--- src/dwa_pkg.sv ---
// Constants, types and register map of the debug wire acknowledge handshake block
// Functional notes
// - During reset the wire is a mode strap; afterwards only the debug wire.
// - Whoever releases the wire high first drives a short high speed-up pulse.
// - Acknowledges never overlap; at most one command awaits its acknowledge.
// - Status-returning commands give no acknowledge; host waits 512 cycles instead.
// - An error sets a status flag and sends a 64-cycle low long acknowledge.
// - Any acknowledge starts at least 32 serial cycles after command end.
// - Command end is the sixteenth serial cycle of the final bit.
// - With acknowledge disabled, a fixed 16-cycle delay replaces the 32-cycle minimum.
// - Access not granted in 512 core cycles is aborted, flags no-response, long acknowledge.
// - First acknowledge after stop or wait entry is long, when debug is enabled.
// - Long low detected runs resync and drops the pending command and acknowledge.
// - Step into wait completes only when core leaves wait; sets wait bit.
// - Step while still in wait sets no-response and illegal-command flags.
package dwa_pkg;

    // Register byte offsets
    localparam logic [3:0] DWA_OFF_CTRL = 4'h0;
    localparam logic [3:0] DWA_OFF_STATUS = 4'h4;
    localparam logic [3:0] DWA_OFF_INFO = 4'h8;

    // Control register fields
    localparam int DWA_CTRL_ACK_EN = 0;
    localparam int DWA_CTRL_DBG_EN = 1;
    localparam logic [1:0] DWA_CTRL_RST = 2'h0;

    // Status register fields, low three are write one to clear
    localparam int DWA_ST_NO_RESPONSE_FLAG = 0;
    localparam int DWA_ST_ILLEGAL_COMMAND_FLAG = 1;
    localparam int DWA_ST_WAIT = 2;
    localparam int DWA_ST_EXC = 3;
    localparam int DWA_ST_PEND = 4;
    localparam int DWA_ST_MODE = 5;

    // Cycle counts on the serial clock
    localparam logic [7:0] DWA_ACK_MIN_CYC = 8'h20;
    localparam logic [7:0] DWA_NOACK_CYC = 8'h10;
    localparam logic [7:0] DWA_ACK_LOW_CYC = 8'h10;
    localparam logic [7:0] DWA_LONG_ACK_CYC = 8'h40;
    localparam logic [7:0] DWA_SYNC_LOW_CYC = 8'h80;
    localparam logic [7:0] DWA_SYNC_GAP_CYC = 8'h10;
    localparam logic [7:0] DWA_SYNC_RESP_CYC = 8'h80;
    // Grant timeout on the core clock
    localparam logic [9:0] DWA_GNT_TMO_CYC = 10'h200;

    typedef enum {
        DWA_IDLE,
        DWA_ACCESS,
        DWA_CORE_WAIT,
        DWA_HOLD,
        DWA_ACK,
        DWA_SYNC_HIGH,
        DWA_SYNC_GAP,
        DWA_SYNC_RESP
    } dwa_state_e;

    // Command decoder to this block
    typedef struct packed {
        logic end_pulse;
        logic access;
        logic with_status;
        logic step;
    } dwa_cmd_s;

    // Core state seen by this block
    typedef struct packed {
        logic gnt;
        logic wait_mode;
        logic stop_mode;
    } dwa_core_s;

    // Requests and events toward core and decoder
    typedef struct packed {
        logic access_req;
        logic access_abort;
        logic cmd_done;
        logic resync;
    } dwa_req_s;

endpackage : dwa_pkg

--- src/dwa_low_meter.sv ---
// Measures low periods on the debug wire and flags resync requests
`timescale 1ns/1ns
module dwa_low_meter (
    input wire logic ref_clk,
    input wire logic arst_n,
    input wire logic enable,
    input wire logic pin_i,
    output logic resync_req,
    output logic high_seen
);
    import dwa_pkg::*;

    logic [7:0] low_cnt_r;
    logic armed_r;

    // Saturating low counter; only counts while the far side owns the wire
    always_ff @(posedge ref_clk or negedge arst_n) begin
        if (!arst_n) begin
            low_cnt_r <= 8'h00;
        end else if (!enable || pin_i) begin
            low_cnt_r <= 8'h00;
        end else if (low_cnt_r != DWA_SYNC_LOW_CYC) begin
            low_cnt_r <= low_cnt_r + 8'h01;
        end
    end

    // One pulse per long low, then one when the wire comes back high
    always_ff @(posedge ref_clk or negedge arst_n) begin
        if (!arst_n) begin
            resync_req <= 1'b0;
            high_seen <= 1'b0;
            armed_r <= 1'b0;
        end else begin
            resync_req <= enable && !pin_i && (low_cnt_r == DWA_SYNC_LOW_CYC - 8'h01);
            high_seen <= armed_r && pin_i;
            if (armed_r && pin_i) begin
                armed_r <= 1'b0;
            end else if (enable && !pin_i && low_cnt_r == DWA_SYNC_LOW_CYC - 8'h01) begin
                armed_r <= 1'b1;
            end
        end
    end

endmodule : dwa_low_meter

--- src/dwa_wire_drv.sv ---
// Drives a low pulse of given length followed by one speed-up cycle
`timescale 1ns/1ns
module dwa_wire_drv (
    input wire logic ref_clk,
    input wire logic arst_n,
    input wire logic start,
    input wire logic [7:0] low_len,
    output logic busy,
    output logic pin_o,
    output logic pin_oe_n
);
    import dwa_pkg::*;

    logic [7:0] cnt_r;
    logic low_r;
    logic spd_r;

    // Busy covers the start cycle too, so the caller never double starts
    assign busy = start || low_r || spd_r;

    // Low phase counter and speed-up phase
    always_ff @(posedge ref_clk or negedge arst_n) begin
        if (!arst_n) begin
            cnt_r <= 8'h00;
            low_r <= 1'b0;
            spd_r <= 1'b0;
        end else if (start && !low_r && !spd_r) begin
            cnt_r <= low_len - 8'h01;
            low_r <= 1'b1;
        end else if (low_r) begin
            if (cnt_r == 8'h00) begin
                low_r <= 1'b0;
                spd_r <= 1'b1;
            end else begin
                cnt_r <= cnt_r - 8'h01;
            end
        end else begin
            spd_r <= 1'b0;
        end
    end

    // Pin outputs registered; enable is low while driving
    always_ff @(posedge ref_clk or negedge arst_n) begin
        if (!arst_n) begin
            pin_o <= 1'b1;
            pin_oe_n <= 1'b1;
        end else if (start && !low_r && !spd_r) begin
            pin_o <= 1'b0;
            pin_oe_n <= 1'b0;
        end else if (low_r && cnt_r == 8'h00) begin
            pin_o <= 1'b1;
            pin_oe_n <= 1'b0;
        end else if (low_r) begin
            pin_o <= 1'b0;
            pin_oe_n <= 1'b0;
        end else begin
            pin_o <= 1'b1;
            pin_oe_n <= 1'b1;
        end
    end

endmodule : dwa_wire_drv

--- src/dwa_top.sv ---
// Acknowledge timing, access timeout and abort handling of the debug wire
`timescale 1ns/1ns
module dwa_top (
    input wire logic ref_clk,
    input wire logic arst_n,
    input wire logic [3:0] avs_address,
    input wire logic avs_read,
    input wire logic avs_write,
    input wire logic [31:0] avs_writedata,
    output logic [31:0] avs_readdata,
    output logic avs_waitrequest,
    input wire logic debug_wire_pin_i,
    output logic debug_wire_pin_o,
    output logic debug_wire_pin_oe_n,
    output logic mode_select_input,
    input wire dwa_pkg::dwa_cmd_s cmd,
    input wire dwa_pkg::dwa_core_s core,
    output dwa_pkg::dwa_req_s req
);
    import dwa_pkg::*;

    dwa_state_e state_r;
    logic strap_done_r;
    logic ack_en_r;
    logic dbg_en_r;
    logic no_response_flag_r;
    logic illegal_command_flag_r;
    logic wait_r;
    logic exc_r;
    logic err_r;
    logic with_status_r;
    logic step_r;
    logic core_lp_r;
    logic [7:0] since_end_r;
    logic [9:0] gnt_cnt_r;
    logic acc_hit;
    logic acc_wr;
    logic [31:0] rd_nxt;
    logic drv_start;
    logic [7:0] drv_len;
    logic drv_busy;
    logic meter_en;
    logic resync_req;
    logic high_seen;
    logic set_no_response_flag;
    logic set_illegal_command_flag;
    logic set_wait;
    logic long_start;
    logic step_in_wait;
    logic cmd_take;
    logic min_met;
    logic core_lp;

    // Register address decode, used for read data and for write strobes
    function automatic logic hit(input logic [3:0] addr, input logic [3:0] off);
        hit = (addr == off);
    endfunction : hit

    // Avalon handshake: one wait cycle, then waitrequest drops for one cycle
    assign acc_hit = (avs_read || avs_write) && !avs_waitrequest;
    assign acc_wr = avs_write && !avs_waitrequest;

    always_ff @(posedge ref_clk or negedge arst_n) begin
        if (!arst_n) begin
            avs_waitrequest <= 1'b1;
        end else if (acc_hit) begin
            avs_waitrequest <= 1'b1;
        end else begin
            avs_waitrequest <= !(avs_read || avs_write);
        end
    end

    // Read mux; unmapped offsets read as zero
    always_comb begin
        rd_nxt = 32'h0000_0000;
        if (hit(avs_address, DWA_OFF_CTRL)) begin
            rd_nxt[DWA_CTRL_ACK_EN] = ack_en_r;
            rd_nxt[DWA_CTRL_DBG_EN] = dbg_en_r;
        end else if (hit(avs_address, DWA_OFF_STATUS)) begin
            rd_nxt[DWA_ST_NO_RESPONSE_FLAG] = no_response_flag_r;
            rd_nxt[DWA_ST_ILLEGAL_COMMAND_FLAG] = illegal_command_flag_r;
            rd_nxt[DWA_ST_WAIT] = wait_r;
            rd_nxt[DWA_ST_EXC] = exc_r;
            rd_nxt[DWA_ST_PEND] = (state_r != DWA_IDLE);
            rd_nxt[DWA_ST_MODE] = mode_select_input;
        end else if (hit(avs_address, DWA_OFF_INFO)) begin
            rd_nxt[7:0] = since_end_r;
            rd_nxt[17:8] = gnt_cnt_r;
        end
    end

    // Read data is captured when waitrequest is about to drop
    always_ff @(posedge ref_clk or negedge arst_n) begin
        if (!arst_n) begin
            avs_readdata <= 32'h0000_0000;
        end else if (avs_read && avs_waitrequest) begin
            avs_readdata <= rd_nxt;
        end
    end

    // Control register
    always_ff @(posedge ref_clk or negedge arst_n) begin
        if (!arst_n) begin
            ack_en_r <= DWA_CTRL_RST[DWA_CTRL_ACK_EN];
            dbg_en_r <= DWA_CTRL_RST[DWA_CTRL_DBG_EN];
        end else if (acc_wr && hit(avs_address, DWA_OFF_CTRL)) begin
            ack_en_r <= avs_writedata[DWA_CTRL_ACK_EN];
            dbg_en_r <= avs_writedata[DWA_CTRL_DBG_EN];
        end
    end

    // Strap caught on the first edge after reset release, not under reset
    always_ff @(posedge ref_clk or negedge arst_n) begin
        if (!arst_n) begin
            strap_done_r <= 1'b0;
            mode_select_input <= 1'b0;
        end else if (!strap_done_r) begin
            strap_done_r <= 1'b1;
            mode_select_input <= debug_wire_pin_i;
        end
    end

    // Wire logic only runs once the strap is taken
    assign meter_en = strap_done_r && debug_wire_pin_oe_n && !drv_busy;

    dwa_low_meter u_meter (
        .ref_clk(ref_clk),
        .arst_n(arst_n),
        .enable(meter_en),
        .pin_i(debug_wire_pin_i),
        .resync_req(resync_req),
        .high_seen(high_seen)
    );

    dwa_wire_drv u_drv (
        .ref_clk(ref_clk),
        .arst_n(arst_n),
        .start(drv_start),
        .low_len(drv_len),
        .busy(drv_busy),
        .pin_o(debug_wire_pin_o),
        .pin_oe_n(debug_wire_pin_oe_n)
    );

    // Command taken only when nothing is outstanding; late ones are dropped
    assign cmd_take = cmd.end_pulse && state_r == DWA_IDLE && strap_done_r && !resync_req;
    assign step_in_wait = cmd.step && core.wait_mode;
    assign core_lp = core.wait_mode || core.stop_mode;

    // Minimum delay from command end depends on acknowledge enable
    assign min_met = ack_en_r ? (since_end_r >= DWA_ACK_MIN_CYC)
                              : (since_end_r >= DWA_NOACK_CYC);

    // Acknowledge pulse start and length
    assign long_start = err_r || exc_r;
    assign drv_start = (state_r == DWA_HOLD && min_met && ack_en_r && !with_status_r)
                       || (state_r == DWA_SYNC_GAP && since_end_r >= DWA_SYNC_GAP_CYC);
    always_comb begin
        drv_len = DWA_ACK_LOW_CYC;
        if (state_r == DWA_SYNC_GAP) begin
            drv_len = DWA_SYNC_RESP_CYC;
        end else if (long_start) begin
            drv_len = DWA_LONG_ACK_CYC;
        end
    end

    // Error and wait events feeding the status flags
    assign set_no_response_flag = (state_r == DWA_ACCESS && !core.gnt && gnt_cnt_r == DWA_GNT_TMO_CYC - 10'h001)
                        || (cmd_take && step_in_wait);
    assign set_illegal_command_flag = cmd_take && step_in_wait;
    assign set_wait = state_r == DWA_ACCESS && core.gnt && step_r && core.wait_mode;

    // Main sequencer
    always_ff @(posedge ref_clk or negedge arst_n) begin
        if (!arst_n) begin
            state_r <= DWA_IDLE;
        end else if (resync_req) begin
            state_r <= DWA_SYNC_HIGH;
        end else begin
            case (state_r)
                DWA_IDLE: begin
                    if (cmd_take && step_in_wait) begin
                        state_r <= DWA_HOLD;
                    end else if (cmd_take && cmd.access) begin
                        state_r <= DWA_ACCESS;
                    end else if (cmd_take) begin
                        state_r <= DWA_HOLD;
                    end
                end
                DWA_ACCESS: begin
                    if (core.gnt && step_r && core.wait_mode) begin
                        state_r <= DWA_CORE_WAIT;
                    end else if (core.gnt || set_no_response_flag) begin
                        state_r <= DWA_HOLD;
                    end
                end
                DWA_CORE_WAIT: begin
                    if (!core.wait_mode) begin
                        state_r <= DWA_HOLD;
                    end
                end
                DWA_HOLD: begin
                    if (min_met) begin
                        state_r <= drv_start ? DWA_ACK : DWA_IDLE;
                    end
                end
                DWA_ACK: begin
                    if (!drv_busy) begin
                        state_r <= DWA_IDLE;
                    end
                end
                DWA_SYNC_HIGH: begin
                    if (high_seen) begin
                        state_r <= DWA_SYNC_GAP;
                    end
                end
                DWA_SYNC_GAP: begin
                    if (drv_start) begin
                        state_r <= DWA_SYNC_RESP;
                    end
                end
                DWA_SYNC_RESP: begin
                    if (!drv_busy) begin
                        state_r <= DWA_IDLE;
                    end
                end
                default: begin
                    state_r <= DWA_IDLE;
                end
            endcase
        end
    end

    // Cycles since command end, also reused as the resync gap timer
    always_ff @(posedge ref_clk or negedge arst_n) begin
        if (!arst_n) begin
            since_end_r <= 8'h00;
        end else if (cmd_take || high_seen) begin
            since_end_r <= 8'h01;
        end else if (since_end_r != 8'hFF) begin
            since_end_r <= since_end_r + 8'h01;
        end
    end

    // Grant timeout counter on the core clock
    always_ff @(posedge ref_clk or negedge arst_n) begin
        if (!arst_n) begin
            gnt_cnt_r <= 10'h000;
        end else if (state_r == DWA_ACCESS && !resync_req) begin
            gnt_cnt_r <= gnt_cnt_r + 10'h001;
        end else begin
            gnt_cnt_r <= 10'h000;
        end
    end

    // Per-command attributes and error of the command in flight
    always_ff @(posedge ref_clk or negedge arst_n) begin
        if (!arst_n) begin
            err_r <= 1'b0;
            with_status_r <= 1'b0;
            step_r <= 1'b0;
        end else if (cmd_take) begin
            err_r <= step_in_wait;
            with_status_r <= cmd.with_status;
            step_r <= cmd.step;
        end else if (resync_req) begin
            err_r <= 1'b0;
        end else if (set_no_response_flag) begin
            err_r <= 1'b1;
        end
    end

    // Status flags: hardware set wins over a software clear in the same cycle
    always_ff @(posedge ref_clk or negedge arst_n) begin
        if (!arst_n) begin
            no_response_flag_r <= 1'b0;
            illegal_command_flag_r <= 1'b0;
            wait_r <= 1'b0;
        end else begin
            if (set_no_response_flag) begin
                no_response_flag_r <= 1'b1;
            end else if (acc_wr && hit(avs_address, DWA_OFF_STATUS) && avs_writedata[DWA_ST_NO_RESPONSE_FLAG]) begin
                no_response_flag_r <= 1'b0;
            end
            if (set_illegal_command_flag) begin
                illegal_command_flag_r <= 1'b1;
            end else if (acc_wr && hit(avs_address, DWA_OFF_STATUS) && avs_writedata[DWA_ST_ILLEGAL_COMMAND_FLAG]) begin
                illegal_command_flag_r <= 1'b0;
            end
            if (set_wait) begin
                wait_r <= 1'b1;
            end else if (acc_wr && hit(avs_address, DWA_OFF_STATUS) && avs_writedata[DWA_ST_WAIT]) begin
                wait_r <= 1'b0;
            end
        end
    end

    // Low-power entry marks the next acknowledge as long
    always_ff @(posedge ref_clk or negedge arst_n) begin
        if (!arst_n) begin
            core_lp_r <= 1'b0;
            exc_r <= 1'b0;
        end else begin
            core_lp_r <= core_lp;
            if (dbg_en_r && core_lp && !core_lp_r) begin
                exc_r <= 1'b1;
            end else if (state_r == DWA_HOLD && drv_start) begin
                exc_r <= 1'b0;
            end
        end
    end

    // Requests and events toward core and decoder, all registered
    always_ff @(posedge ref_clk or negedge arst_n) begin
        if (!arst_n) begin
            req <= '0;
        end else begin
            req.access_req <= (state_r == DWA_IDLE && cmd_take && cmd.access && !step_in_wait)
                              || (state_r == DWA_ACCESS && !core.gnt && !set_no_response_flag && !resync_req);
            req.access_abort <= set_no_response_flag && state_r == DWA_ACCESS;
            req.cmd_done <= !resync_req && ((state_r == DWA_HOLD && min_met && !drv_start)
                            || (state_r == DWA_ACK && !drv_busy));
            req.resync <= resync_req;
        end
    end

endmodule : dwa_top

--- config.mk ---
export PLATFORM = sky130hd
export DESIGN_NAME = dwa_top
export DESIGN_NICKNAME = d
export VERILOG_FILES = /design/src/dwa_pkg.sv /design/src/dwa_low_meter.sv /design/src/dwa_wire_drv.sv /design/src/dwa_top.sv
export SDC_FILE = /design/constraint.sdc
export NUM_CORES = 1
export LEC_CHECK = 0
export ABC_AREA = 1
export BUFFER_PORTS_ARGS = -buffer_cell sky130_fd_sc_hd__buf_4
export CORE_ASPECT_RATIO = 1.4
export CORE_MARGIN = 2
export CORE_UTILIZATION = 30
export CTS_CLUSTER_DIAMETER = 30
export DETAILED_ROUTE_END_ITERATION = 12
export PLACE_DENSITY = 0.5
export REMOVE_ABC_BUFFERS = 1
export SLEW_MARGIN = 25
export SYNTH_ARGS = -nofsm -noshare
export SYNTH_HDL_FRONTEND = slang
export SYNTH_SLANG_ARGS = --single-unit
--- constraint.sdc ---
create_clock -name ref_clk -period 2.3 [get_ports ref_clk]
set_clock_uncertainty 0.15 [all_clocks]
set_input_delay 0.46 -clock ref_clk [delete_from_list [all_inputs] [get_ports ref_clk]]
set_output_delay 0.46 -clock ref_clk [all_outputs]
set_load 0.02 [all_outputs]
* Word-level counts from Yosys, hierarchy flattened
Cells that the tools add are included.
W data, S select, Z words.
** Word-level totals
- Register bits :: 108
- Bits of input ports :: 48
- Output and inout port bits :: 40
- Logic and storage cells :: 207
** Cells by class
- $add $sub $neg :: 5
- Order comparisons :: 2
- Eq/ne operators :: 26
- Muxes and demuxes :: 53
- Bitwise logic cells :: 1
- Reduce and logical (&&, ||, !) cells :: 90
** Operator list (count)
- $mux W32 :: 11
- $pmux W32 S7 :: 1
- $eq A32 B3 Y1 const B :: 5
- $eq A32 B2 Y1 const B :: 3
- $eq A32 B4 Y1 const B :: 2
- $logic_not A32 Y1 :: 2
- $mux W8 :: 8
- $logic_and A1 B1 Y1 :: 46
- $eq A32 B1 Y1 const B :: 1
- $reduce_bool A32 Y1 :: 1
- $mux W1 :: 25
- $mux W18 :: 1
- $add A8 B1 Y8 const B :: 2
- $mux W16 :: 1
- $ne A8 B8 Y1 const B :: 2
- $reduce_bool A2 Y1 :: 8
- $sub A8 B1 Y8 const B :: 2
- $logic_not A1 Y1 :: 14
- $logic_or A1 B1 Y1 :: 12
- $mux W12 :: 1
- $ne A3 B2 Y1 const B :: 4
- $add A10 B1 Y10 const B :: 1
- $eq A10 B9 Y1 const B :: 1
- $mux W10 :: 1
- other kinds (20) :: 22

* Logic depth before layout (Yosys ltp)
- Depth after elaboration :: 14
- Depth in mapped cells :: 15
- Depth with buffers taken out :: 14

* By module
Synthesis repeated with hierarchy kept, for this count alone.
** Unflattened totals
- Cells, all modules :: 549
- Area, all modules :: 4320.4 µm²
** Modules (own cells, without submodules)
- dwa_top :: instances 1, cells an instance 350, area an instance 2830.2 µm², sequential area each 1402.6 µm²
- dwa_wire_drv :: instances 1, cells an instance 120, area an instance 893.4 µm², sequential area each 302.8 µm²
- dwa_low_meter :: instances 1, cells an instance 79, area an instance 596.8 µm², sequential area each 275.3 µm²

* Worst setup path after synthesis
Ideal clock, no wire load.
- Path type :: register -> register
- From :: reg state_r[2]
- To :: reg u_drv.cnt_r[6]
- Library setup time :: 0.117 ns
- Arrival time :: 1.711 ns
- Data required time :: 2.033 ns
- Slack :: 0.321 ns
- Stages on the path, launching flop included :: 15
- Buffers on the path :: 1
- Clock period less this slack :: 1.979 ns
- Cells stage by stage :: dfrtp_1 -> inv_2 -> nand3_1 -> inv_2 -> nand3_4 -> nand2_4 -> nand2_4 -> buf_6 -> nand2_1 -> ha_1 -> nand2_1 -> nor2_1 -> nand3_1 -> nand3_1 -> nand2_1
** Between the ends
- Longest elaborated chain between the ends :: 9
- Elaborated cells on any way between the ends :: 15
- Those cells by class :: add/sub (1); eq/ne (3); mux (2); reduce/logical (9)
** Ends and longest elaborated chain
- from (decl) :: line dwa_top.sv:22 : dwa_state_e state_r;
- from (signal assigned) :: line dwa_top.sv:204 : state_r <= drv_start ? DWA_ACK : DWA_IDLE;
- branches (longest 9 deep; another with $sub A8 B1 Y8)
- to (signal assigned) :: line dwa_wire_drv.sv:28 : cnt_r <= low_len - 8'h01;
- to (signal assigned) :: line dwa_wire_drv.sv:35 : cnt_r <= cnt_r - 8'h01;
- to (decl) :: line dwa_wire_drv.sv:14 : logic [7:0] cnt_r;
Parallel ways; which one is timed is not known.
A chain may end at the register's enable or synchronous reset.

* Worst setup path in the final report
- From :: reg state_r[0]
- To :: reg u_drv.cnt_r[6]
The elaborated chain is that of the path after synthesis.

==> metrics <==
Final Setup Violations=0; clock slew seen by the registers of the worst setup and hold paths=0.06 ns; synthesized area per cell=8.406 sq um; Skew-Pair Late Insertion Delay=0.34 ns; Leakage=~2.3 nW; DR iter-0 viols=104; global-route wire length before repair=14370 um; area growth from synthesis to layout=22.68%; I/O pin cnt=88; Yosys warnings=0; CTS Root Cell=clkbuf_16; chip height=138.6 um; via count=3123; synthesized area=3884 sq um; TNS Setup=0 ns; Final Max Slew Viols=0; Diodes inserted=0; run status=completed; power density over the cells=1072 nW/um^2; most frequent cells in the layout=nand2_1 (112), dfrtp_1 (76), buf_4 (56); fill count=1300; gr ovfl total=0; CP arrival=2.16 ns; Max Cap Viol=0; Max rail drop VDD=0.0003361 V; largest net degree at the start of global routing=38; max layer used=met4; Top FF cell, synth=dfrtp_1; CTS tree=done; Crit Path Class=reg2reg; Hold Violations, Final=0; post-synthesis sequential area ratio=51.00%; synthesized flop and latch total=slightly below 80; final std cells w/o fill=680; wire length on met2=4229 um; commonest non-fill, non-tap cell in the layout=nand2_1; ANT nets after route=0; fin crit period=2.085 ns; vias in the first global route=3102; nets@finish=roughly 580; startpoint types=flip-flop; Via density=4.593; CTS sink cnt=between 70 and 80; Post-Synthesis Cells=approximately 460; clock tree buffer depth=2; worst min path class=in2reg; initial antenna violation count=0; Placer Congestion=0.8989; DRC errors left=0; Avg WL per Cell=12.74 um; total CTS buffers=9; core area=about 13000 sq um; Placed Cells=663; Tot Pwr=5.105 mW; drt pass-1 iters=4; met3 WL=304 um; WP data required=2.37 ns; # port buffers=44; crit end category=flip-flop; library cells used by synthesis=37; EDFF count, synth=0; postcts setup bufs=0; Initial Utilization=30.46%; H-tree levels=3; Std-Cell Rows=between 40 and 50; Async SR Flop Fraction=100.0%; WL final=8661 um; share of cells above drive strength 1=18.79%; die area=13880 sq um; DP HPWL=6653 um; FMAX=479.6 MHz; Global Route Usage Sum=a little over an eighth; routed metal-1 wirelength=about 4000 um; worst hold slack=0.1221 ns; Die Wd=100.2 um; critical path fanouts, max=12; period utilization=between 90% and 100%
logic make-up (layout without fill, tap and decap cells):
kind of cell	after synthesis	after routing	synth area share, %
adders and majority gates	6	6	1.933
AOI/OAI and AO/OA	71	71	10.66
DFF	79	79	51.00
and+or+nand+nor	219	219	25.77
other	2	15	0.1934
buffers and inverters	80	132	9.310
xor gates and xnor gates	5	5	1.128
path summary, 6_finish.rpt:
path	slack [ns]	end	from	depth (start not counted)
max	0.21	u_drv.cnt_r[6]$_DFFE_PN0P_	state_r[0]$_DFFE_PN0P_	13
min	0.12	avs_waitrequest$_DFF_PN1_	avs_write	2
max reg2reg	0.21	u_drv.cnt_r[6]$_DFFE_PN0P_	state_r[0]$_DFFE_PN0P_	13
min reg2reg	0.28	exc_r$_DFFE_PN0P_	core_lp_r$_DFF_PN0_	1
max in group asynchronous	0.89	avs_waitrequest$_DFF_PN1_	arst_n	3
min in group asynchronous	0.47	avs_readdata[14]$_DFFE_PN0P_	arst_n	2
cell usage after synthesis (5+ instances only):
cell	n	area, sq um
nor3b_1	6	45.04
nand2_1	112	420.4
nor3_1	14	70.07
buf_4	14	105.1
nand4_1	7	43.79
o21ai_0	35	175.2
inv_1	54	202.7
inv_2	5	18.77
nor2_1	37	138.9
a21oi_1	12	60.06
nand3_1	25	125.1
ha_1	6	75.07
dfrtp_1	76	1902
o31ai_1	9	67.56
clkbuf_1	5	18.77
repair_timing:
| action | in CTS | in global routing |
|---|---|---|
| hold buffers | 1 | 0 |
| setup endpoints to repair | 0 | 3 |
| endpoints found under the hold margin | 32 | 0 |
| gates resized for setup | 0 | 3 |
critical path, cell delays in order (launching register included):
cell	delay, ns
dfrtp_1	0.45
nor2_4	0.17
inv_2	0.07
nor2_4	0.11
nand2_2	0.09
nand2_4	0.10
nand2_4	0.10
nand2_1	0.11
ha_2	0.21
nand2_1	0.06
nor2_1	0.12
nand3_1	0.08
nand3_1	0.08
nand2_1	0.06
power by group:
group | switching, mW | internal (mW) | total [mW]
Sequential | 0.249 | 1.70 | 1.95
Combinational | 0.983 | 0.566 | 1.55
Clock | 0.569 | 1.04 | 1.61
area by class of cell:
type                            count  area [sq um]  area share [%]
Clock buffer                       12         266.5           5.593
Clock inverter                      4         76.32           1.602
Inverter                           59         221.5           4.648
Multi-Input combinational cell    316          1598           33.53
Sequential cell                    79          1981           41.57
Tap cell                          153         191.4           4.018
Timing Repair Buffer               57         430.4           9.034
stage by stage:
step,cell area [sq um],worst slack [ns],utilization (%)
floorplan,3792,0.3835,-
global placement,4404,0.2308,34.54
detailed placement,4404,0.1890,34.54
CTS,4757,0.1781,37.30
global route,4765,-0.002263,37.36
finish,4765,0.2148,37.36
state kept, by name, indices dropped and copies added, names as in the netlist, 3 cells and up:
register and flops:
u_drv.cnt_r 8, avs_readdata 18, u_meter.low_cnt_r 8, state_r 3, req 4, since_end_r 8
gnt_cnt_r 10
layer usage:
layer  up-vias  global-route usage (%)
li1       1597                       -
met1      1435                   15.80
met2        71                   21.58
met3        20                   1.714
met4         0                   8.075
met5         -                       0
Note: power is estimated with default switching activity, not from simulation.
